==> src/verilog/lsd_defs.svh <==
// constants for the led sink shift driver
`ifndef LSD_DEFS_SVH
`define LSD_DEFS_SVH
`define LSD_CHANNELS 16
`define LSD_OUT_TAP 8
`define LSD_DATA_RESET 16'h0000
`define LSD_SHIFT_RESET 16'h0000
`define LSD_MODE_NORMAL 6'h01
`define LSD_MODE_GLOBAL 6'h02
`define LSD_MODE_OPEN 6'h04
`define LSD_MODE_SHORT 6'h08
`define LSD_MODE_TEMP 6'h10
`define LSD_MODE_LOWCUR 6'h20
`endif

==> src/verilog/lsd_pkg.sv <==
// types for the led sink shift driver
`include "lsd_defs.svh"
package lsd_pkg;
	typedef enum logic [5:0] {
		MODE_NORMAL = `LSD_MODE_NORMAL,
		MODE_GLOBAL = `LSD_MODE_GLOBAL,
		MODE_OPEN = `LSD_MODE_OPEN,
		MODE_SHORT = `LSD_MODE_SHORT,
		MODE_TEMP = `LSD_MODE_TEMP,
		MODE_LOWCUR = `LSD_MODE_LOWCUR
	} lsd_mode_type;
endpackage : lsd_pkg

==> src/verilog/lsd_led_sink.sv <==
// led sink driver: serial chain, display latch, diagnostics and error modes
// What this block does
// - in normal mode each rising serial clock shifts serial_in into the shift register
// - in error mode each rising serial clock steps to the next error mode
// - output_enable_n low enables all sinks, high disables them, in any mode
// - normal mode serial_out shows a bit 8.5 serial clocks after capture
// - global error mode drives serial_out 0 on error, 1 when clean
// - a data register separate from the shift register holds the shown pattern
// - detect overtemp, open and short; latch global fault on load; read back details
// - low-current diagnostic mode runs fault tests with reduced drive
// - sixteen channels, each a sink or a sense input in diagnostics
`include "lsd_defs.svh"
module lsd_led_sink #(
	parameter int CHANNELS = `LSD_CHANNELS
) (
	input wire logic SYS_CLK,
	input wire logic RSTN,
	input wire logic SERIAL_IN,
	input wire logic SERIAL_CLK,
	input wire logic LOAD_STROBE,
	input wire logic OUTPUT_ENABLE_N,
	input wire logic ERROR_MODE_SEL,
	input wire logic OVER_TEMP,
	input wire logic [CHANNELS-1:0] OPEN_DETECT,
	input wire logic [CHANNELS-1:0] SHORT_DETECT,
	output logic SERIAL_OUT,
	output logic LOW_CURRENT,
	output logic [CHANNELS-1:0] SINK_OUTPUTS
);
	logic sclk_q_ff;
	logic load_q_ff;
	lsd_pkg::lsd_mode_type mode_ff;
	lsd_pkg::lsd_mode_type nxt_mode;
	logic [CHANNELS-1:0] shift_ff;
	logic [CHANNELS-1:0] nxt_shift;
	logic [CHANNELS-1:0] data_ff;
	logic [CHANNELS-1:0] nxt_data;
	logic [CHANNELS-1:0] sink_ff;
	logic global_fault_ff;
	logic sout_ff;
	logic nxt_sout;
	logic low_cur_ff;

	// pins are synchronous to SYS_CLK, so edges come from one stored copy
	wire sclk_rise = SERIAL_CLK & ~sclk_q_ff;
	wire sclk_fall = ~SERIAL_CLK & sclk_q_ff;
	wire load_rise = LOAD_STROBE & ~load_q_ff;
	wire is_normal = (mode_ff == lsd_pkg::MODE_NORMAL);
	wire is_global = (mode_ff == lsd_pkg::MODE_GLOBAL);
	wire is_open = (mode_ff == lsd_pkg::MODE_OPEN);
	wire is_short = (mode_ff == lsd_pkg::MODE_SHORT);
	wire is_temp = (mode_ff == lsd_pkg::MODE_TEMP);
	wire is_lowcur = (mode_ff == lsd_pkg::MODE_LOWCUR);
	wire any_fault = OVER_TEMP | (|OPEN_DETECT) | (|SHORT_DETECT);
	wire test_load = load_rise & (is_open | is_short | is_temp | is_lowcur);
	// low-current pass tests open and short together at reduced drive
	wire [CHANNELS-1:0] test_result = is_open ? OPEN_DETECT :
		is_short ? SHORT_DETECT :
		is_temp ? {CHANNELS{OVER_TEMP}} :
		(OPEN_DETECT | SHORT_DETECT);
	wire [CHANNELS-1:0] shifted = {shift_ff[CHANNELS-2:0], SERIAL_IN};

	// mode sequence; leaving error mode always returns to normal shifting
	always_comb begin
		nxt_mode = mode_ff;
		if (!ERROR_MODE_SEL) begin
			nxt_mode = lsd_pkg::MODE_NORMAL;
		end else if (is_normal) begin
			nxt_mode = lsd_pkg::MODE_GLOBAL;
		end else if (sclk_rise) begin
			unique case (mode_ff)
				lsd_pkg::MODE_GLOBAL: nxt_mode = lsd_pkg::MODE_OPEN;
				lsd_pkg::MODE_OPEN: nxt_mode = lsd_pkg::MODE_SHORT;
				lsd_pkg::MODE_SHORT: nxt_mode = lsd_pkg::MODE_TEMP;
				lsd_pkg::MODE_TEMP: nxt_mode = lsd_pkg::MODE_LOWCUR;
				lsd_pkg::MODE_LOWCUR: nxt_mode = lsd_pkg::MODE_GLOBAL;
				default: nxt_mode = lsd_pkg::MODE_NORMAL;
			endcase
		end
	end

	// test results land in the shift register so normal shifting reads them back
	assign nxt_shift = test_load ? test_result :
		(sclk_rise & is_normal) ? shifted : shift_ff;
	assign nxt_data = (load_rise & is_normal) ? shift_ff : data_ff;
	// output moves on the falling edge: tap 8 plus half a clock gives 8.5
	assign nxt_sout = is_global ? ~global_fault_ff :
		(sclk_fall & is_normal) ? shift_ff[`LSD_OUT_TAP] : sout_ff;

	always_ff @(posedge SYS_CLK or negedge RSTN) begin
		if (!RSTN) begin
			sclk_q_ff <= 1'b0;
			load_q_ff <= 1'b0;
			mode_ff <= lsd_pkg::MODE_NORMAL;
		end else begin
			sclk_q_ff <= SERIAL_CLK;
			load_q_ff <= LOAD_STROBE;
			mode_ff <= nxt_mode;
		end
	end

	always_ff @(posedge SYS_CLK or negedge RSTN) begin
		if (!RSTN) begin
			shift_ff <= CHANNELS'(`LSD_SHIFT_RESET);
			data_ff <= CHANNELS'(`LSD_DATA_RESET);
			global_fault_ff <= 1'b0;
		end else begin
			shift_ff <= nxt_shift;
			data_ff <= nxt_data;
			if (load_rise) begin
				global_fault_ff <= any_fault;
			end
		end
	end

	always_ff @(posedge SYS_CLK or negedge RSTN) begin
		if (!RSTN) begin
			sink_ff <= '0;
			sout_ff <= 1'b1;
			low_cur_ff <= 1'b0;
		end else begin
			sink_ff <= OUTPUT_ENABLE_N ? '0 : data_ff;
			sout_ff <= nxt_sout;
			low_cur_ff <= is_lowcur;
		end
	end

	assign SINK_OUTPUTS = sink_ff;
	assign SERIAL_OUT = sout_ff;
	assign LOW_CURRENT = low_cur_ff;
endmodule : lsd_led_sink

==> config.mk <==
export PLATFORM = sky130hd
export DESIGN_NAME = lsd_led_sink
export DESIGN_NICKNAME = d
export VERILOG_FILES = /design/src/verilog/lsd_pkg.sv /design/src/verilog/lsd_led_sink.sv
export VERILOG_INCLUDE_DIRS = /design/src /design/src/verilog
export SDC_FILE = /design/constraint.sdc
export NUM_CORES = 1
export LEC_CHECK = 0
export BUFFER_PORTS_ARGS = -buffer_cell sky130_fd_sc_hd__buf_2
export CAP_MARGIN = 0
export CORE_ASPECT_RATIO = 1.4
export CORE_MARGIN = 8
export CORE_UTILIZATION = 48
export DETAILED_ROUTE_END_ITERATION = 6
export GPL_ROUTABILITY_DRIVEN = 0
export PLACE_DENSITY_LB_ADDON = 0.08
export SETUP_SLACK_MARGIN = 0.5
export SLEW_MARGIN = 10
export SYNTH_ARGS = -nofsm -noshare
export SYNTH_HDL_FRONTEND = slang
export SYNTH_SLANG_ARGS = --single-unit
==> constraint.sdc <==
create_clock -name SYS_CLK -period 2.5 [get_ports SYS_CLK]
set_input_delay 0.25 -clock SYS_CLK [delete_from_list [all_inputs] [get_ports SYS_CLK]]
set_output_delay 0.25 -clock SYS_CLK [all_outputs]
set_load 0.1 [all_outputs]
After elaboration in Yosys (flattened, before gate mapping)
Index checks and enable logic that the tools add are counted.
{"block": "classes", "n_eq_ne": 7, "muxes": 12, "bitwise_logic": 17, "reduce_logical": 4}
{"cell": "16-bit two-way mux", "count": 6}
{"cell": "16-bit OR reduction", "count": 2}
{"cell": "6-bit case mux with 5 select lines", "count": 1}
{"cell": "6-bit two-way mux", "count": 3}
{"cell": "16-bit bitwise OR", "count": 1}
{"cell": "1-bit bitwise AND", "count": 7}
{"cell": "6-bit by 1-bit == test with 1-bit output (second input constant)", "count": 1}
{"cell": "6-bit by 2-bit == test with 1-bit output (second input constant)", "count": 1}
{"cell": "6-bit by 3-bit == test with 1-bit output (second input constant)", "count": 1}
{"cell": "6-bit by 4-bit == test with 1-bit output (second input constant)", "count": 1}
{"cell": "6-bit by 5-bit == test with 1-bit output (second input constant)", "count": 1}
{"cell": "6-bit == test (second input constant)", "count": 1}
{"cell": "1-bit bitwise OR", "count": 5}
{"cell": "1-bit inverter", "count": 4}
{"cell": "2-bit nonzero test", "count": 2}
{"cell": "3-bit by 1-bit != test with 1-bit output (second input constant)", "count": 1}
{"cell": "1-bit two-way mux", "count": 2}
{"block": "totals", "regBits": 59, "in_bits": 40, "output_inout_bits": 18, "word_cells": 49}

Depth between registers and ports, before layout
{"block": "depth", "word_depth": 6, "ltp_mapped": 8}

Least setup slack after synthesis
No wires, ideal clock.
{"block": "synth_path", "path_type": "register -> register", "start": "reg mode_ff[4]", "end": "reg data_ff[10]", "setup_ns": 0.125, "arrival_ns": 1.925, "slack_ns": 0.450, "stages_incl_launch_ff": 6, "n_path_buf": 1, "synth_period_minus_slack_ns": 2.050, "path_cell_list": "dfrtp_1 > or4_4 > nor3b_4 > nand2_4 > buf_6 > mux2_4"}
{"block": "synth_via", "elab_chain_cells": 2}
{"item": "start, declared", "line_no": "lsd_led_sink.sv:32", "rtl": "lsd_pkg::lsd_mode_type mode_ff;"}
{"item": "start signal, assigned", "line_no": "lsd_led_sink.sv:94", "rtl": "mode_ff <= lsd_pkg::MODE_NORMAL;"}
{"item": "start signal, assigned", "line_no": "lsd_led_sink.sv:98", "rtl": "mode_ff <= nxt_mode;"}
{"item": "6-bit by 1-bit == test with 1-bit output", "line_no": "lsd_led_sink.sv:48", "rtl": "wire is_normal = (mode_ff == lsd_pkg::MODE_NORMAL);"}
{"item": "1-bit bitwise AND", "line_no": "lsd_led_sink.sv:85", "rtl": "assign nxt_data = (load_rise & is_normal) ? shift_ff : data_ff;"}
{"item": "end signal, assigned", "line_no": "lsd_led_sink.sv:105", "rtl": "data_ff <= CHANNELS'(`LSD_DATA_RESET);"}
{"item": "end signal, assigned", "line_no": "lsd_led_sink.sv:109", "rtl": "data_ff <= nxt_data;"}
{"item": "end, declared", "line_no": "lsd_led_sink.sv:36", "rtl": "logic [CHANNELS-1:0] data_ff;"}
No other way between the ends.
A chain may end at the register's enable or synchronous reset.

Final worst setup path
{"block": "layout_path", "start": "reg mode_ff[5]", "end": "reg data_ff[8]"}
The elaborated chain is that of the path after synthesis.

==> results_dict.tcl <==
set metrics [dict create \
    cp_data_arrival_time_ns 2.18 \
    cap_violations 0 \
    cp.required_ns 2.72 \
    fp.dieW_um 80.60 \
    status "finished clean" \
    power.internal_w 0.002031 \
    max_freq_ghz 0.5109 \
    slowest_stage "or4_4" \
    overflow 0 \
    grt_pass1_wl_mm 10.58 \
    ys_top_cells_by_area "dfrtp_1 51%, mux2i_1 12%, mux2_4 5.4%" \
    ys_types 33 \
    p_per_area_nw_per_um2 944.3 \
    fin_crit_sh_pct 78.30 \
    tightest_slew_ns 0.7327 \
    worstSetupStartpointType "flip-flop" \
    yosysTopAreaCell "dfrtp_1" \
    ys_ff_latch 59 \
    fin_crit_ns 1.957 \
    synthToLayoutAreaGrowth_pct 23.74 \
    dieArea_um2 8578 \
    fillers 490 \
    grt_pass1_vias 2157 \
    synthMuxAreaShare_pct 19.90 \
    power.total_w 0.003276 \
    synthAdderAreaFrac_pct 0 \
    hold_viol 0 \
    yosys.area_share.simple_pct 13.52 \
    dr.pass1.iters 4 \
    regArea_um2 1480 \
    dr.first_iter.drc_count 88 \
    die_y_um 106.4 \
    synth_xor_area_share_pct 0.3124 \
    syn-mean-instance-area_um2 12.57 \
    p_comb_share_pct 32.7 \
    dr_total_vias 2060 \
    vias_per_cell 5.538 \
    cts-root-buf "clkbuf_8" \
    ctsHoldBuffers 0 \
    synth_top_family_by_area "multiplexers" \
    synth-edff-count 0 \
    io_pins 58 \
    slew_headroom_pct 51.15 \
    cts_inserted_buffers 9 \
    drc 0 \
    grt_max_degree 60 \
    tns_ns 0 \
    antenna_found_initial 0 \
    pwr-share-seq_pct 42.5 \
    p_clk_share_pct 24.8 \
    synth_top_area_share_pct 50.87 \
    start_util_pct 48.86 \
    antenna_left 0 \
    multi_input_comb_area_um2 1305 \
    synth-async-reset-ratio_pct 100.0 \
    drive_above_1_share_pct 37.75 \
    cts_tree "built" \
    htree_levels 3 \
    port_buffers 57 \
    slew_violations 0 \
    crit_path_end_kind "flip-flop" \
    synth_warnings 0 \
    p_sw_w 0.001245 \
    grt_usage_pct 15.80 \
    routedWlPerCell_um 17.33 \
    coreArea_um2 5739 \
    crit_fanout 8 \
    clk_pin_slew_worst_paths_ns 0.07 \
    instances_no_fill 372 \
    peakVddDrop_v 0.0004344 \
    slowest_delay_ns 0.56 \
    leakagePower_nw 1.851 \
    synth_flop_cell "dfrtp_1" \
    setup_viol 0 \
    crit_type "flip-flop to flip-flop" \
    hold_path.class "input port to flip-flop" \
    dp_cells 345 \
    syn-num-nets 263 \
    rows 33 \
    fin_nets 337 \
    rsz0062_at_grt "true" \
    cp_cell_sequence "or4_4 -> nor3b_4 -> buf_6 -> nand2_4 -> mux2_4" \
    skew_ns 0.006621 \
    dp_hpwl_mm 4.524 \
    clockBufferDepth 2 \
    syn_inst 223 \
    ys_seq_area_share_pct 52.74 \
    cts_sinks 59 \
    switching_share_pct 38.00 \
    clock_latency_ns 0.33 \
    synth_compound_area_share_pct 11.60 \
    diodes 0 \
    syn_area_um2 2804 \
    drt-total-wl_mm 6.448 \
]
-- final cells by class --
cell class,instances,share of cell area [%]
multi-input combinational,155,37.61
tap,70,2.524
clock inverter,5,1.046
timing repair buffer,72,11.79
sequential,59,42.66
clock buffer,11,4.363
-- kinds of logic after synthesis --
kind of cell / after synthesis
compound gates: 43
simple gates: 60
xor+xnor: 1
buf+inv: 10
mux: 50
flops: 59
-- critical path, delay by kind of cell, from the launching register on --
kind	cells	cell delay (ns)
buffers and inverters	1	0.17
DFF	1	0.44
muxes	1	0.33
and+or+nand+nor	3	0.90
-- power by group through the flow --
| stage | Sequential, W | Clock [W] | Combinational [W] |
|---|---|---|---|
| 3_3_place_gp | 0.00141 | 0 | 0.00102 |
| 6_report | 0.00139 | 0.000812 | 0.00107 |
| 5_1_grt | 0.00144 | 0.000874 | 0.00113 |
| 3_5_place_dp | 0.00142 | 0 | 0.00104 |
| 2_1_floorplan | 0.00181 | 0 | 0.000411 |
| 4_1_cts | 0.00140 | 0.000834 | 0.00106 |
-- routing by layer --
layer | vias up | part of all wire (%) | global-route usage (%) | wire length [um]
li1 | 988 | - | - | -
met1 | 992 | 43 | 18.64 | 2780
met2 | 65 | 49 | 24.78 | 3158
met3 | 15 | 5.8 | 5.236 | 375
met4 | 0 | 2.1 | 7.963 | 134
met5 | - | 0 | 0 | 0
-- cell usage after synthesis, types with 2 or more instances --
master / number
mux2i_1: 34
nand2_4: 2
nand4b_1: 2
nor4_1: 8
mux2_2: 6
nand3b_1: 2
dfstp_2: 2
dfrtp_1: 57
nand2b_1: 3
buf_6: 2
a21oi_1: 3
nand2_1: 4
nor2_1: 12
o221ai_1: 16
o21a_1: 17
mux2_4: 10
nor2b_1: 18
and4b_1: 2
clkbuf_1: 6
o21ai_0: 4
-- per-stage QoR --
step           worst slack (ns)  util (%)  cell area [um^2]  hold slack (ns)
6_report                 0.5425     60.45              3470          0.04544
3_5_place_dp             0.3696     55.07              3161           0.3755
3_3_place_gp             0.4201     55.07              3161           0.3781
4_1_cts                  0.5030     59.58              3420          0.02202
5_1_grt                  0.4803     60.45              3470          0.02247
2_1_floorplan            0.4719         -              2808         -0.04559
-- final timing paths --
| kind | startpoint | end | slack, ns | depth (start not counted) |
|---|---|---|---|---|
| min reg2reg | global_fault_ff | SERIAL_OUT | 0.45 | 1 |
| max in group asynchronous | RSTN | mode_ff[5] | 1.93 | 2 |
| min in group asynchronous | RSTN | SINK_OUTPUTS[9] | 0.06 | 2 |
| min | LOAD_STROBE | load_q_ff | 0.05 | 1 |
| max | mode_ff[5] | data_ff[8] | 0.54 | 5 |
| max reg2reg | mode_ff[5] | data_ff[8] | 0.54 | 5 |
-- placed cells by master (no fill, tap or decap), types with 3 or more instances in the layout --
cell        count
a21oi_1         3
buf_2          57
buf_4          12
buf_6           3
clkbuf_8       11
clkinvlp_4      3
dfrtp_1        56
mux2_2          6
mux2_4         10
mux2i_1        34
nand2_1         4
nor2_1         12
nor2b_1        17
nor4_1          8
o21a_1         17
o21ai_0         4
o221ai_1       16
-- sequential cells by signal, summed over array words and instances (netlist names) --
signal,count
shift_ff,16
mode_ff,6
global_fault_ff,1
sclk_q_ff,1
load_q_ff,1
LOW_CURRENT,1
data_ff,16
SINK_OUTPUTS,16
SERIAL_OUT,1
-- repair_timing --
item                       in CTS  in global routing
resized for setup               1                  8
pin swaps                       2                  3
setup buffers                   8                  2
setup endpoints to repair      32                 33
cloned                          1                  0
No activity file was read; power rests on OpenSTA's default activity.
